**src/include/tx_request_pkg.sv**
```systemverilog
// Shared constants and types of the mailbox transmit request block
package tx_request_pkg;

    localparam int REG_WIDTH = 16;
    localparam int MB_COUNT = 15;
    localparam int RESERVED_BIT = 8;
    localparam int BUS_WIDTH = 32;

    // Register byte offsets
    localparam logic [7:0] OFF_REQUEST = 8'h00;
    localparam logic [7:0] OFF_CANCEL = 8'h04;
    localparam logic [7:0] OFF_TX_DONE = 8'h08;
    localparam logic [7:0] OFF_ABORT_DONE = 8'h0C;
    localparam logic [7:0] OFF_DIRECTION = 8'h10;
    localparam logic [7:0] OFF_TX_DONE_MASK = 8'h14;
    localparam logic [7:0] OFF_ABORT_MASK = 8'h18;
    localparam logic [7:0] OFF_ENGINE_STATUS = 8'h1C;

    // Reset values
    localparam logic [15:0] RESET_REQUEST = 16'h0000;
    localparam logic [15:0] RESET_CANCEL = 16'h0000;
    localparam logic [15:0] RESET_FLAGS = 16'h0000;
    localparam logic [15:0] RESET_DIRECTION = 16'h0000;
    localparam logic [15:0] RESET_MASK = 16'h0000;

    // Fixed value of the reserved bit in request, cancel and flag reads
    localparam logic RESERVED_REQUEST_VALUE = 1'b1;
    localparam logic RESERVED_CANCEL_VALUE = 1'b0;
    localparam logic RESERVED_FLAG_VALUE = 1'b0;

    // Mailbox number of each register bit: bits 9..15 hold 1..7, bits 0..7 hold 8..15
    localparam logic [3:0] LOW_MB_BASE = 4'h8;
    localparam int HIGH_BIT_BASE = 9;

    // Engine status field positions
    localparam int STAT_MB_LSB = 0;
    localparam int STAT_STATE_LSB = 4;

    typedef enum logic [2:0] {
        ENG_IDLE = 3'b001,
        ENG_OFFER = 3'b010,
        ENG_SEND = 3'b100
    } engine_state_t;

    function automatic logic [3:0] bitToMailbox(input logic [3:0] b);
        if (b >= 4'(HIGH_BIT_BASE)) begin
            return b - LOW_MB_BASE;
        end
        return b + LOW_MB_BASE;
    endfunction

endpackage

```
**src/verilog/can_mailbox_tx_request_cancel.sv**
```systemverilog
// Transmit request and cancel control for 15 mailboxes, APB slave with engine handshake
//
// Contract
// RULE_01: Writing 1 to a mailbox request bit queues that mailbox for transmission.
// RULE_02: A queued mailbox contends for the bus until sent or cancelled.
// RULE_03: Request bit clears itself on finished transmission or finished cancellation.
// RULE_04: Mailboxes 1..7 sit in bits 9..15, mailboxes 8..15 in bits 0..7.
// RULE_05: Bit 8 of request and cancel registers is read-only; writes ignored.
// RULE_06: Writing 1 to a cancel bit withdraws that mailbox's waiting frame.
// RULE_07: Cancel register uses the request bit mapping, no bit for mailbox 0.
// RULE_08: Cancel bit clears itself once cancellation has cleared the request bit.
// RULE_09: Software leaves direction bit 0 for transmit; 1 makes a receiver.
// RULE_10: Error-free transmission sets the mailbox transmit-done flag; write 1 clears.
// RULE_11: Error-free cancellation sets the mailbox abort-done flag; write 1 clears.
// RULE_12: Cancel acts only before the frame starts; a frame on the bus completes.
`timescale 1ns/100ps
`default_nettype none
module can_mailbox_tx_request_cancel (
    input wire logic clock,
    input wire logic rst,
    input wire logic psel,
    input wire logic penable,
    input wire logic pwrite,
    input wire logic [7:0] paddr,
    input wire logic [tx_request_pkg::BUS_WIDTH-1:0] pwdata,
    input wire logic [3:0] pstrb,
    output logic [tx_request_pkg::BUS_WIDTH-1:0] prdata,
    output logic pready,
    output logic pslverr,
    output logic txPending,
    output logic [3:0] txMailbox,
    input wire logic txStart,
    input wire logic txDone,
    input wire logic txFail,
    output logic irq
);
    import tx_request_pkg::*;

    // Bus phase decode
    wire setupPhase;
    wire writeAccess;
    wire lowLanes;
    assign setupPhase = psel & ~penable;
    assign writeAccess = psel & penable & pwrite;
    assign lowLanes = pstrb[0] & pstrb[1];

    wire hitRequest;
    wire hitCancel;
    wire hitTxDone;
    wire hitAbortDone;
    wire hitDirection;
    wire hitTxMask;
    wire hitAbortMask;
    wire hitStatus;
    wire hitAny;
    assign hitRequest = (paddr == OFF_REQUEST);
    assign hitCancel = (paddr == OFF_CANCEL);
    assign hitTxDone = (paddr == OFF_TX_DONE);
    assign hitAbortDone = (paddr == OFF_ABORT_DONE);
    assign hitDirection = (paddr == OFF_DIRECTION);
    assign hitTxMask = (paddr == OFF_TX_DONE_MASK);
    assign hitAbortMask = (paddr == OFF_ABORT_MASK);
    assign hitStatus = (paddr == OFF_ENGINE_STATUS);
    assign hitAny = hitRequest | hitCancel | hitTxDone | hitAbortDone | hitDirection
        | hitTxMask | hitAbortMask | hitStatus;

    // Write strobes per register, only the two low lanes carry the 16-bit value
    wire [15:0] wdata16;
    wire [15:0] wrOnes;
    wire wrRequest;
    wire wrCancel;
    wire wrTxDone;
    wire wrAbortDone;
    wire wrDirection;
    wire wrTxMask;
    wire wrAbortMask;
    assign wdata16 = pwdata[15:0];
    assign wrOnes = lowLanes ? wdata16 : 16'h0000;
    assign wrRequest = writeAccess & hitRequest;
    assign wrCancel = writeAccess & hitCancel;
    assign wrTxDone = writeAccess & hitTxDone;
    assign wrAbortDone = writeAccess & hitAbortDone;
    assign wrDirection = writeAccess & hitDirection & lowLanes;
    assign wrTxMask = writeAccess & hitTxMask & lowLanes;
    assign wrAbortMask = writeAccess & hitAbortMask & lowLanes;

    // Software-held registers
    logic [15:0] directionQ;
    logic [15:0] txMaskQ;
    logic [15:0] abortMaskQ;

    always_ff @(posedge clock) begin
        if (rst) begin
            directionQ <= RESET_DIRECTION;
            txMaskQ <= RESET_MASK;
            abortMaskQ <= RESET_MASK;
        end else begin
            if (wrDirection) begin
                directionQ <= wdata16;
            end
            if (wrTxMask) begin
                txMaskQ <= wdata16;
            end
            if (wrAbortMask) begin
                abortMaskQ <= wdata16;
            end
        end
    end

    // Per-mailbox state, indexed by register bit position
    logic [15:0] reqVec;
    logic [15:0] cancelVec;
    logic [15:0] txDoneVec;
    logic [15:0] abortDoneVec;
    logic [15:0] busyVec;
    logic [15:0] sentVec;

    // Transmit engine handshake state
    engine_state_t stateQ;
    engine_state_t stateD;
    logic [3:0] curBitQ;
    logic [3:0] curBitD;
    logic [15:0] curOneHot;
    logic [15:0] eligible;
    logic [3:0] pickBit;

    assign curOneHot = 16'h0001 << curBitQ;
    assign eligible = reqVec & ~cancelVec;

    // A frame taken by the engine this cycle is already past the point of cancel
    assign busyVec = ((stateQ == ENG_SEND) | ((stateQ == ENG_OFFER) & txStart)) ? curOneHot : 16'h0000; // RULE_12
    assign sentVec = ((stateQ == ENG_SEND) & txDone) ? curOneHot : 16'h0000;

    genvar b;
    generate
        for (b = 0; b < REG_WIDTH; b = b + 1) begin : gen_mb
            if (b == RESERVED_BIT) begin : gen_reserved
                // No mailbox here: bit stays constant and ignores writes
                assign reqVec[b] = RESERVED_REQUEST_VALUE; // RULE_05
                assign cancelVec[b] = RESERVED_CANCEL_VALUE; // RULE_05 RULE_07
                assign txDoneVec[b] = RESERVED_FLAG_VALUE;
                assign abortDoneVec[b] = RESERVED_FLAG_VALUE;
            end else begin : gen_slot
                mailbox_tx_slot slot (
                    .clock(clock),
                    .rst(rst),
                    .setReq(wrRequest & wrOnes[b]), // RULE_01 RULE_04
                    .setCancel(wrCancel & wrOnes[b]), // RULE_06 RULE_07
                    .clrTxDone(wrTxDone & wrOnes[b]),
                    .clrAbortDone(wrAbortDone & wrOnes[b]),
                    .isReceiver(directionQ[b]), // RULE_09
                    .busy(busyVec[b]),
                    .sentOk(sentVec[b]),
                    .reqQ(reqVec[b]),
                    .cancelQ(cancelVec[b]),
                    .txDoneQ(txDoneVec[b]),
                    .abortDoneQ(abortDoneVec[b])
                );
            end
        end
    endgenerate

    // Lowest mailbox number wins internal arbitration; reserved bit never picked
    always_comb begin
        pickBit = 4'h0;
        for (int m = MB_COUNT; m >= 1; m = m - 1) begin
            if (m < 8) begin
                if (eligible[m + 8]) begin
                    pickBit = 4'(m + 8);
                end
            end else begin
                if (eligible[m - 8]) begin
                    pickBit = 4'(m - 8);
                end
            end
        end
    end

    logic [15:0] eligibleTx;
    assign eligibleTx = eligible & ~(16'h0001 << RESERVED_BIT);

    always_comb begin
        stateD = stateQ;
        curBitD = curBitQ;
        case (stateQ)
            ENG_IDLE: begin
                if (|eligibleTx) begin
                    stateD = ENG_OFFER; // RULE_02
                    curBitD = pickBit;
                end
            end
            ENG_OFFER: begin
                if (txStart) begin
                    stateD = ENG_SEND;
                end else if (!eligibleTx[curBitQ]) begin
                    stateD = ENG_IDLE; // RULE_06
                end
            end
            ENG_SEND: begin
                if (txDone | txFail) begin
                    // A failed frame stays queued and contends again
                    stateD = ENG_IDLE; // RULE_02 RULE_03
                end
            end
            default: begin
                stateD = ENG_IDLE;
            end
        endcase
    end

    always_ff @(posedge clock) begin
        if (rst) begin
            stateQ <= ENG_IDLE;
            curBitQ <= 4'h0;
        end else begin
            stateQ <= stateD;
            curBitQ <= curBitD;
        end
    end

    logic [3:0] txMailboxQ;
    always_ff @(posedge clock) begin
        if (rst) begin
            txMailboxQ <= 4'h0;
        end else begin
            txMailboxQ <= (stateD == ENG_IDLE) ? 4'h0 : bitToMailbox(curBitD);
        end
    end

    assign txPending = (stateQ == ENG_OFFER);
    assign txMailbox = txMailboxQ;

    // Interrupt: unmasked completion flags
    wire [15:0] irqBits;
    assign irqBits = (txDoneVec & txMaskQ) | (abortDoneVec & abortMaskQ);
    assign irq = |irqBits;

    // Read mux, captured in the setup cycle
    wire [15:0] statusWord;
    wire [15:0] readWord;
    assign statusWord = {9'h000, stateQ, txMailboxQ};
    assign readWord = hitRequest ? reqVec :
        hitCancel ? cancelVec :
        hitTxDone ? txDoneVec :
        hitAbortDone ? abortDoneVec :
        hitDirection ? directionQ :
        hitTxMask ? txMaskQ :
        hitAbortMask ? abortMaskQ :
        hitStatus ? statusWord : 16'h0000;

    logic [BUS_WIDTH-1:0] prdataQ;
    logic slvErrQ;
    always_ff @(posedge clock) begin
        if (rst) begin
            prdataQ <= 32'h00000000;
            slvErrQ <= 1'b0;
        end else if (setupPhase) begin
            prdataQ <= pwrite ? 32'h00000000 : {16'h0000, readWord};
            slvErrQ <= ~hitAny;
        end
    end

    assign prdata = prdataQ;
    assign pready = 1'b1;
    assign pslverr = psel & penable & slvErrQ;

endmodule
`default_nettype wire

```
**src/verilog/mailbox_tx_slot.sv**
```systemverilog
// Per-mailbox request, cancel and completion flag state
`timescale 1ns/100ps
`default_nettype none
module mailbox_tx_slot (
    input wire logic clock,
    input wire logic rst,
    input wire logic setReq,
    input wire logic setCancel,
    input wire logic clrTxDone,
    input wire logic clrAbortDone,
    input wire logic isReceiver,
    input wire logic busy,
    input wire logic sentOk,
    output logic reqQ,
    output logic cancelQ,
    output logic txDoneQ,
    output logic abortDoneQ
);
    import tx_request_pkg::*;

    logic reqD;
    logic cancelD;
    logic txDoneD;
    logic abortDoneD;
    logic cancelNow;
    logic cancelIdle;
    logic acceptReq;

    // A mailbox set up as receiver does not queue a frame
    assign acceptReq = setReq & ~isReceiver; // RULE_01
    // Cancel only bites while the frame still waits for arbitration
    assign cancelNow = cancelQ & reqQ & ~busy; // RULE_06 RULE_12
    // Cancel with nothing queued has nothing to withdraw
    assign cancelIdle = cancelQ & ~reqQ;

    // Hardware clears on completion; a new software set in the same cycle wins
    assign reqD = acceptReq | (reqQ & ~(sentOk | cancelNow)); // RULE_02 RULE_03
    assign cancelD = setCancel | (cancelQ & ~(cancelNow | cancelIdle | sentOk)); // RULE_08
    assign txDoneD = sentOk | (txDoneQ & ~clrTxDone); // RULE_10
    assign abortDoneD = cancelNow | (abortDoneQ & ~clrAbortDone); // RULE_11

    always_ff @(posedge clock) begin
        if (rst) begin
            reqQ <= 1'b0;
            cancelQ <= 1'b0;
            txDoneQ <= 1'b0;
            abortDoneQ <= 1'b0;
        end else begin
            reqQ <= reqD;
            cancelQ <= cancelD;
            txDoneQ <= txDoneD;
            abortDoneQ <= abortDoneD;
        end
    end

endmodule
`default_nettype wire
```
**config.mk**
```make
export PLATFORM = sky130hd
export DESIGN_NAME = can_mailbox_tx_request_cancel
export DESIGN_NICKNAME = d
export VERILOG_FILES = /design/src/include/tx_request_pkg.sv /design/src/verilog/can_mailbox_tx_request_cancel.sv /design/src/verilog/mailbox_tx_slot.sv
export SDC_FILE = /design/constraint.sdc
export NUM_CORES = 1
export LEC_CHECK = 0
export BUFFER_PORTS_ARGS = -buffer_cell sky130_fd_sc_hd__buf_4
export CORE_AREA = 2 2 154 126
export DETAILED_ROUTE_END_ITERATION = 7
export DIE_AREA = 0 0 156 128
export SYNTH_ARGS = -nofsm -noshare
export SYNTH_HDL_FRONTEND = slang
export SYNTH_SLANG_ARGS = --single-unit
```
**constraint.sdc**
```tcl
create_clock -name clock -period 4.25 [get_ports clock]
set_input_delay 0.6375 -clock clock [delete_from_list [all_inputs] [get_ports clock]]
set_output_delay 0.6375 -clock clock [all_outputs]
set_load 0.05 [all_outputs]
```
# Yosys cells after proc, flatten, opt, wreduce, memory -nomap -nowiden
# Index checks and enable logic that the tools add are counted.
# totals
regBits	152
out_inout_bits	40
# op_classes
addsub	2
order_cmp	2
n_eq_ne	11
shift	1
mux	40
bitwise_logic	423
reduce_logical	4
# ops
operator	count
bitwise AND 1 bit	197
2-to-1 mux 16 bit	11
OR 1 bit	114
NOT 1 bit	107
2-to-1 mux 4 bit	18
bitwise AND 16 bit	3
== test 8 x 5 -> 1 bit, second input constant	4
== test 8 x 4 -> 1 bit, second input constant	2
NOT 16 bit	1
OR 16 bit	1
OR reduction 16 bit	1
left shift 1 x 4 -> 16 bit, first input constant	1
2-to-1 mux 3 bit	5
OR reduction 15 bit	1
case mux 3 bit (3 select lines)	1
== test 8 x 3 -> 1 bit, second input constant	1
zero test 8 bit	1
2-to-1 mux 7 bit	1
== test 3 x 1 -> 1 bit, second input constant	2
< comparator 4 x 5 -> 1 bit, second input constant	1
adder 4 bit, second input constant	1
binary-select mux 1 bit (select 4 bit)	1
>= comparator 4 bit, second input constant	1
subtractor 4 bit, second input constant	1
other kinds (4)	6

# Longest topological paths before layout
# Gate-level depths: netlist of run 1.
# logic_depth
word_depth	23
mapped_depth	8
mapped_depth_nobuf	5

# Modules after synthesis
# From an unflattened synthesis of run 1, not the netlist that was laid out.
# hier_totals
cells_unflattened	980
area_unflattened_um2	7567.3
# modules_own_cells
module	instances	cells_each	area_per_inst_um2	seq_area_each_um2
can_mailbox_tx_request_cancel	1	725	5183.7	1521.5
mailbox_tx_slot	15	17	158.9	80.1

# Worst setup path after synthesis of run 1
# No wires, ideal clock.
# synth_timing
path_type	reg-to-output
start	register gen_mb[5].gen_slot.slot.txDoneQ
end	output irq
arrival_time_ps	1514
slack_ps	2099
path_stages_with_launch	5
path_cell_list	dfxtp_1 > a22o_1 > a221oi_1 > nand3_1 > or4_1
# synth_via
elab_chain_cells	3
# synth_rtl
element	line	text
start, declared	mailbox_tx_slot.sv:16	output logic txDoneQ,
start signal, assigned	mailbox_tx_slot.sv:51	txDoneQ <= txDoneD;
bitwise AND 16 bit	can_mailbox_tx_request_cancel.sv:235	assign irqBits = (txDoneVec & txMaskQ) | (abortDoneVec & abortMaskQ);
OR 16 bit	can_mailbox_tx_request_cancel.sv:235	
OR reduction 16 bit	can_mailbox_tx_request_cancel.sv:236	assign irq = |irqBits;
end, declared	can_mailbox_tx_request_cancel.sv:35	output logic irq
# No other way between the ends.

# Worst setup path after layout of run 1
# layout_timing
start	register abortMaskQ[2]
end	output irq
# layout_via
elab_chain_cells	3
# layout_rtl
element	line	text
start, declared	can_mailbox_tx_request_cancel.sv:90	logic [15:0] abortMaskQ;
start signal, assigned	can_mailbox_tx_request_cancel.sv:105	abortMaskQ <= wdata16;
bitwise AND 16 bit	can_mailbox_tx_request_cancel.sv:235	
OR 16 bit	can_mailbox_tx_request_cancel.sv:235	
OR reduction 16 bit	can_mailbox_tx_request_cancel.sv:236	
# No other way between the ends.

==> flow_summary.ini, run 1 <==
[run_status]
status = complete, no violations

[pwr]
switching_share_pct = 23.44
p_leak_uw = 0.002927
pwr_density_cell_nw_per_um2 = 364.2
pwr-share-clk_pct = 52.1
switchingPower_uw = 716.4
peakVddDrop_mv = 0.2739
fin_total_pwr_uw = 3056
power.internal_uw = 2340
p_seq_share_pct = 41.8
power_frac_comb_pct = 6.1

[grt]
grt_overflow_total = 0
grt_pass1_wl_um = 41600
grt_antenna_before_repair = 0
grt_max_degree = 76
grtUsageMet2_pct = 38.73
top_usage_layer = met1
grt_usage_pct = 28.00
met1_usage_pct = 39.71
grt_pass1_vias = 6774
met3_usage_pct = 10.41

[route]
drc = 0
ant_nets = 0
vias = 7408
routed_wl_um = 27910
first_iter_violations = 898
first_pass_iters = 5
wl_per_cell_um = 23.28
via_per_inst = 6.178

[hold_path]
holdPathEnd = abortMaskQ[8]
hp-class = reg2reg
hp-start = abortMaskQ[8]
min_path_cells = 2

[synthesis]
synth_cell_types = 66
synth-edff-count = 0
syn_area_um2 = 7273
avgSynthCellArea_um2 = 7.829
yosysWarningCount = 0
yosysSeqAreaShare_pct = 37.43
synthArstFlopShare_pct = 0
synth_cells = 929
synth_top_area_share_pct = 37.43
synth_top_area_cell = dfxtp_1
ys_seq_elements = 136
synth-main-ff-cell = dfxtp_1
synth_area_leaders = dfxtp_1 37%, a21oi_1 8.3%, nand2_1 8.0%

[placement]
dp_hpwl_um = 18800
port_buffers = 56
gp_congestion = 0.9467

[setup_path]
rr_startpoint = stateQ[0]
reg2reg_depth = 5
start_kind = flop
cp.arrival_ns = 2.35
required_ns = 3.61
reg2reg_slack_ns = 1.86
critPathMaxFanout = 3
crit_type = reg2out
r2r_end = gen_mb[6].gen_slot.slot.reqQ
cp-end-kind = output pin
crit_path_start = abortMaskQ[2]

[die]
core-area_um2 = 18520
io_pins = 92
rows = 45
die_h_um = 128
die-area_um2 = 19970
start_util_pct = 39.26
die_w_um = 156

[job]
drv_cap = 0

[clock_network]
cts.path.max_buffers = 2
cts.clk_slew.worst_paths_ns = 0.06
cts_buffers = 17
cts_sinks = 136
clk_latency_ns = 0.43
tritoncts = yes
postCtsHoldBufs = 0
cts_setup_buffers = 0
ctsResizeCount = 0
htree_levels = 4
root_buffer = clkbuf_16

[sta]
timing.setup.tns_ns = 0
fin_crit_sh_pct = 70.21
min_period_ns = 2.984
setup_viol = 0
skew_ns = 0.01182
tightest_slew_ns = 1.223
rsz0062_at_grt = no
maxSlewViolCount = 0
hold_viol = 0
slew_headroom_pct = 18.19
fmax_mhz = 335.1

[layout]
fin_nets = 1005
final_common_cell = nand2_1
antenna_cells = 0
fillers = 1902
area_growth_pct = 15.38
final_cell_mix = 155 x nand2_1, 136 x dfxtp_1, 120 x a21oi_1, 72 x buf_4, 60 x o21ai_0
drive_gt1_share_pct = 13.49
-- cell type report --
type | count | area, µm² | share of cell area, %
Clock buffer | 21 | 470.5 | 5.606
Clock inverter | 9 | 147.6 | 1.759
Inverter | 14 | 52.55 | 0.6262
Multi-Input combinational cell | 712 | 4164 | 49.62
Sequential cell | 136 | 2723 | 32.44
Tap cell | 235 | 294.0 | 3.504
Timing Repair Buffer | 72 | 540.5 | 6.441
-- sequential cells by signal, summed over array words and instances, names as in the netlist, 3 cells and up --
name / count
txMailbox: 4
gen_mb.gen_slot.slot.txDoneQ: 15
stateQ: 3
txMaskQ: 16
gen_mb.gen_slot.slot.abortDoneQ: 15
directionQ: 16
gen_mb.gen_slot.slot.cancelQ: 15
gen_mb.gen_slot.slot.reqQ: 15
prdata: 16
curBitQ: 4
abortMaskQ: 16
-- Yosys cell counts, types with 3 or more instances --
library cell,n
or2_2,5
o41ai_1,14
a211oi_1,4
and3_1,7
buf_2,15
nand2b_1,24
a2bb2oi_1,7
a31oi_1,4
nand4b_1,12
nand2_1,155
o21ai_1,10
nor2_1,27
clkbuf_1,48
and3b_1,3
nand4_1,17
o211ai_1,15
o21ai_0,60
nor4_1,3
a21oi_1,120
or2_0,3
buf_4,17
inv_1,14
nor3_1,6
o221ai_1,8
o211a_1,3
a22oi_1,16
mux2i_1,15
a221oi_1,3
nor2b_1,32
o2bb2ai_1,7
a21bo_2,10
or3_1,7
a32oi_1,8
nand3_1,36
a31o_2,3
dfxtp_1,136
and2_1,14
nand3b_1,3
-- per-layer routing --
metal / part of all wire, % / vias to the layer above
met2: 41 / 476
met1: 43 / 3481
met4: 2.7 / 0
met5: 0 / -
met3: 13 / 56
li1: - / 3395
-- stage by stage --
step	hold WS, ns	instance area (µm²)	std cells	util (%)	setup WS [ns]
floorplan	0.4319	7330	944	-	2.099
global placement	0.4404	7774	1169	41.97	1.502
detailed placement	0.4474	7774	1169	41.97	1.450
CTS	0.4538	8392	1199	45.30	1.282
global route	0.4812	8392	1199	45.30	1.159
finish	0.4525	8392	1199	45.30	1.266
-- power by group through the flow --
stage / combinational, µW / clock (µW) / sequential, µW
2_1_floorplan: 122 / 0 / 1310
3_3_place_gp: 182 / 0 / 1300
3_5_place_dp: 182 / 0 / 1300
4_1_cts: 183 / 1610 / 1280
5_1_grt: 197 / 1660 / 1280
6_report: 187 / 1590 / 1280
-- worst max-delay path by stage --
stage | endpoint | slack [ns] | cells past startpoint
2_1_floorplan | irq | 2.10 | 4
3_3_place_gp | gen_mb[13].gen_slot.slot.txDoneQ | 1.50 | 6
3_5_place_dp | gen_mb[14].gen_slot.slot.reqQ | 1.45 | 7
4_1_cts | irq | 1.28 | 5
5_1_grt | irq | 1.16 | 5
6_report | irq | 1.27 | 5
-- critical path, cell delays in order (launching register included) --
cell,delay (ns)
dfxtp_1,0.37
a22o_1,0.24
a221oi_1,0.39
nand3_1,0.17
or4_1,0.54
buf_4,0.22
-- cells by family (layout without fill, tap and decap cells) --
group           count (synthesis)  count (layout)  share of synthesized area, %
compound gates                313             313                         28.08
buf+inv                        96             116                         6.090
flops                         136             136                         37.43
mux                            16              16                         2.374
other cells                     2              17                        0.1033
simple gates                  366             366                         25.92
(Power assumes the default switching activity.)
==> inputs of run 2 (changes only) <==
==> constraint.sdc (replaced) <==
create_clock -name clock -period 2.5 [get_ports clock]
set_input_delay 0.375 -clock clock [delete_from_list [all_inputs] [get_ports clock]]
set_output_delay 0.375 -clock clock [all_outputs]
set_load 0.05 [all_outputs]
==> run 2 against run 1 <==
Effect of this change:
- register-to-register slack got worse by 1.5 ns
- global-route usage rose by 0.28 points
- sequential power increased by 70%
- final area increased by 2.7%
- total power up 63%
- critical path depth unchanged
- core utilization grew 1.2 points
- hold slack lost 0.26 ns
- sequential cell count unchanged
- worst setup slack got worse by 1.2 ns
- clock skew shrank 0.0046 ns
- sequential share of layout area decreased by 0.83 points
- critical path type unchanged
- critical endpoint unchanged
- highest routed layer unchanged
==> flow_summary.ini, run 2 (synthesis results as in run 1) <==
[layout]
post-route-util_pct = 46.51
stdcell_area_um2 = 8616
final_common_cell = nand2_1
fin_nets = 1036
drive_gt1_share_pct = 16.65
final_cells = 1233
final_cell_mix = 155 x nand2_1, 135 x dfxtp_1, 120 x a21oi_1, 100 x buf_4, 60 x o21ai_0
area_growth_pct = 18.46

[placement]
dpl-instance-area_um2 = 8031
dp_cells = 1200
gp_congestion = 0.9549
dp_hpwl_um = 19730
port_buffers = 56

[pwr]
p_leak_uw = 0.003053
peakVddDrop_mv = 0.3138
pwr_density_cell_nw_per_um2 = 577.6
fin_total_pwr_uw = 4976

[sta]
slew_headroom_pct = 27.18
rsz0062_at_grt = no
timing.setup.tns_ns = 0
skew_ns = 0.007253
setup_viol = 0
fmax_mhz = 409.9
maxSlewViolCount = 0
min_period_ns = 2.439
fin_crit_sh_pct = 97.58
tightest_slew_ns = 1.088
hold_viol = 0

[route]
vias = 7534
routed_wl_um = 28030
ant_nets = 0
first_iter_violations = 856
first_pass_iters = 6
via_per_inst = 6.110
wl_per_cell_um = 22.74
drc = 0

[die]
die_w_um = 156
rows = 45
die-area_um2 = 19970
start_util_pct = 39.26
core-area_um2 = 18520
io_pins = 92
die_h_um = 128

[clock_network]
cts.clk_slew.worst_paths_ns = 0.06
htree_levels = 4
postCtsHoldBufs = 0
root_buffer = clkbuf_16
cts.path.max_buffers = 2
clk_latency_ns = 0.44
cts_setup_buffers = 0
cts_buffers = 17
tritoncts = yes
cts_sinks = 136

[setup_path]
crit_chain = a22o_1, a221oi_2, nand3_1, or4_4, buf_6
slowest_stage = or4_4
cp-end-kind = output pin
cpPeakStageDelay_ns = 0.51
start_kind = flop
crit_type = reg2out
reg2reg_depth = 5
cp.arrival_ns = 2.06
critPathMaxFanout = 2
r2r_end = stateQ[0]
rr_startpoint = stateQ[2]
required_ns = 2.12
reg2reg_slack_ns = 0.35

[grt]
grt_pass1_vias = 6730
met1_usage_pct = 40.89
top_usage_layer = met1
grt_overflow_total = 0
grtUsageMet2_pct = 38.08
grt_pass1_wl_um = 41870
grt_antenna_before_repair = 1
grt_usage_pct = 28.28
grt_max_degree = 98
met3_usage_pct = 10.38

[hold_path]
hp-class = in2reg
hp-start = pwdata[8]
min_path_cells = 3
holdPathEnd = abortMaskQ[8]

[run_status]
status = complete, no violations

[job]
drv_cap = 0
-- run 2: worst max-delay path by stage --
| stage | startpoint | end | slack [ns] | cells after the start |
|---|---|---|---|---|
| global placement | txMaskQ[5] | irq | 0.41 | 5 |
| global route | txMaskQ[5] | irq | 0.004 | 5 |
| finish | txMaskQ[5] | irq | 0.06 | 5 |
| floorplan | gen_mb[5].gen_slot.slot.txDoneQ | irq | 0.61 | 4 |
| CTS | abortMaskQ[2] | irq | 0.008 | 5 |
| detailed placement | txMaskQ[5] | irq | 0.37 | 5 |
-- run 2: worst max-delay path: cells and delay by family, from the launching register on --
family	cells	cell delay (ns)
AND/OR/NAND/NOR	2	0.62
AO/OA/AOI/OAI	2	0.49
buffers and inverters	1	0.17
flip-flops	1	0.34
-- run 2: timing repair --
action                                 4_1_cts  5_1_grt
endpoints found under the hold margin        0        0
setup endpoints to repair                    1        1
gates resized for setup                      1        3
-- run 2: cell type report --
type / count / area, µm²
multi-input combinational: 712 / 4174
tap: 235 / 294.0
antenna: 1 / 2.502
clock buffer: 19 / 442.9
inverter: 14 / 52.55
clock inverter: 13 / 123.9
timing repair buffer: 103 / 802.0
fill: 1837 / 9908
sequential: 136 / 2724
-- run 2: metal layers --
metal / part of all wire (%) / vias up
li1: - / 3462
met1: 44 / 3577
met2: 40 / 447
met3: 13 / 48
met4: 2.5 / 0
met5: 0 / -
-- run 2: power breakdown --
part | internal [µW] | leakage, µW | switching (µW)
sequential | 2170 | 0.00110 | 1.08
clock | 1400 | 0.000263 | 1070
combinational | 90.0 | 0.00169 | 245
-- run 2: metrics by stage --
step | setup slack [ns] | hold slack [ns]
floorplan | 0.6110 | 0.4319
global placement | 0.4091 | 0.4403
detailed placement | 0.3685 | 0.4496
CTS | 0.007517 | 0.1871
global route | 0.004039 | 0.1910
finish | 0.06061 | 0.1948
==> inputs of run 3 (changes only) <==
--- a/config.mk
+++ b/config.mk
@@ -9,6 +9,7 @@
 export CORE_AREA = 2 2 154 126
 export DETAILED_ROUTE_END_ITERATION = 7
 export DIE_AREA = 0 0 156 128
+export PLACE_DENSITY = 0.7
 export SYNTH_ARGS = -nofsm -noshare
 export SYNTH_HDL_FRONTEND = slang
 export SYNTH_SLANG_ARGS = --single-unit
==> run 3 against run 2 <==
Effect of this change:
- clock skew hardly changed
- worst setup slack worse by 0.024 ns
- sequential cell count stayed put
==> flow_summary.ini, run 3 (synthesis results as in run 1) <==
[setup_path]
cpPeakStageDelay_ns = 0.53
cp-end-kind = output pin
cp.arrival_ns = 2.09
start_kind = flop
rr_startpoint = gen_mb[12].gen_slot.slot.reqQ
reg2reg_depth = 6
critical-path-top-delay-family = simple AND/OR/NAND/NOR gates
r2r_end = txMailbox[0]
slowest_stage = or4_4
crit_type = reg2out
critPathBufInv = 1
required_ns = 2.12
critPathMaxFanout = 3
crit_chain = a22o_1, a221oi_2, nand3_1, or4_4, buf_6
reg2reg_slack_ns = 0.29

[die]
io_pins = 92
die_w_um = 156
start_util_pct = 39.26
die_h_um = 128
die-area_um2 = 19970
rows = 45
core-area_um2 = 18520

[layout]
fin_nets = 1037
area_growth_pct = 18.67
fillers = 1817
antenna_cells = 0
final_common_cell = nand2_1
final_cell_mix = 155 x nand2_1, 136 x dfxtp_1, 120 x a21oi_1, 102 x buf_4, 60 x o21ai_0
drive_gt1_share_pct = 16.33
post-route-util_pct = 46.59
stdcell_area_um2 = 8631

[route]
ant_nets = 0
drc = 0
wl_per_cell_um = 21.77
first_pass_iters = 6
via_per_inst = 6.122
first_iter_violations = 1115
vias = 7548
routed_wl_um = 26840

[sta]
fmax_mhz = 406.0
tightest_slew_ns = 0.9633
min_period_ns = 2.463
setup_viol = 0
slew_headroom_pct = 35.54
setup_ws_ns = 0.03694
fin_crit_sh_pct = 98.52
maxSlewViolCount = 0
hold_viol = 0
timing.hold.ws_ns = 0.2021
skew_ns = 0.007135
rsz0062_at_grt = yes

[grt]
grt_antenna_before_repair = 1
grt_pass1_vias = 6958
grt_overflow_total = 0
grt_usage_pct = 27.20
grt_max_degree = 49
grt_pass1_wl_um = 40700

[pwr]
pwr_density_cell_nw_per_um2 = 588.6
peakVddDrop_mv = 0.4537
fin_total_pwr_uw = 5080
p_leak_uw = 0.003079

[clock_network]
cts.path.max_buffers = 2
cts_sinks = 136
htree_levels = 4
cts.clk_slew.worst_paths_ns = 0.06
tritoncts = yes
cts_buffers = 17
clk_latency_ns = 0.44
root_buffer = clkbuf_16

[hold_path]
min_path_cells = 3
hp-class = in2reg
hp-start = pwdata[8]
holdPathEnd = txMaskQ[8]

[run_status]
status = complete, no violations

[placement]
gp_congestion = 0.9768
dpl-instance-area_um2 = 8026
pre_cts_slack_ns = 0.3015
dp_hpwl_um = 19410
port_buffers = 56

[job]
drv_cap = 0
-- run 3: cell count changes in the layout (fill, tap and decap cells not counted), sizes merged --
cell and change:
clkbuf +4, inv -2, clkinvlp -4, diode -1, buf +1, bufinv +2
-- run 3: timing repair --
item,in CTS,in global routing
hold buffers,0,0
pin swaps,0,1
setup buffers,0,0
setup endpoints to repair,1,1
gates resized for setup,2,1
-- run 3: worst max path at each step --
stage                                    startpoint                               end  slack, ns  cells after the start
floorplan           gen_mb[5].gen_slot.slot.txDoneQ                               irq       0.61                      4
global placement                           paddr[2]  gen_mb[15].gen_slot.slot.txDoneQ       0.38                      6
detailed placement                         paddr[2]  gen_mb[15].gen_slot.slot.txDoneQ       0.30                      6
CTS                 gen_mb[5].gen_slot.slot.txDoneQ                               irq       0.03                      5
global route        gen_mb[5].gen_slot.slot.txDoneQ                               irq      -0.01                      5
finish              gen_mb[5].gen_slot.slot.txDoneQ                               irq       0.04                      5
-- run 3: tightest hold or removal path, stage by stage --
cell,delay [ns]
buf_4,0.12
nand2_1,0.05
a21oi_1,0.05
-- run 3: layout make-up --
| cell class | instances | area, µm² | share of cell area (%) |
|---|---|---|---|
| Tap cell | 235 | 294.0 | 3.407 |
| Sequential cell | 136 | 2723 | 31.55 |
| Timing Repair Buffer | 104 | 797.0 | 9.235 |
| Clock buffer | 23 | 467.9 | 5.422 |
| Inverter | 14 | 52.55 | 0.6089 |
| Multi-Input combinational cell | 712 | 4174 | 48.36 |
| Clock inverter | 9 | 122.6 | 1.421 |
-- run 3: power breakdown --
group,switching (µW),internal (µW),total [µW]
sequential,1.65,2170,2170
combinational,237,88.5,325
clock,973,1610,2580
total,1210,3870,5080
-- run 3: metal layers --
| metal | global-route usage, % | routed length (µm) |
|---|---|---|
| met1 | 38.17 | 11430 |
| met3 | 10.14 | 3526 |
| met4 | 9.768 | 819 |
| met5 | 0 | 0 |
| met2 | 37.92 | 11070 |
-- run 3: metrics by stage --
| step | setup TNS (ns) | instances |
|---|---|---|
| 2_1_floorplan | 0 | 944 |
| 5_1_grt | -0.01478 | 1233 |
| 4_1_cts | 0 | 1233 |
| 3_3_place_gp | 0 | 1201 |
| 3_5_place_dp | 0 | 1201 |
| 6_report | 0 | 1233 |
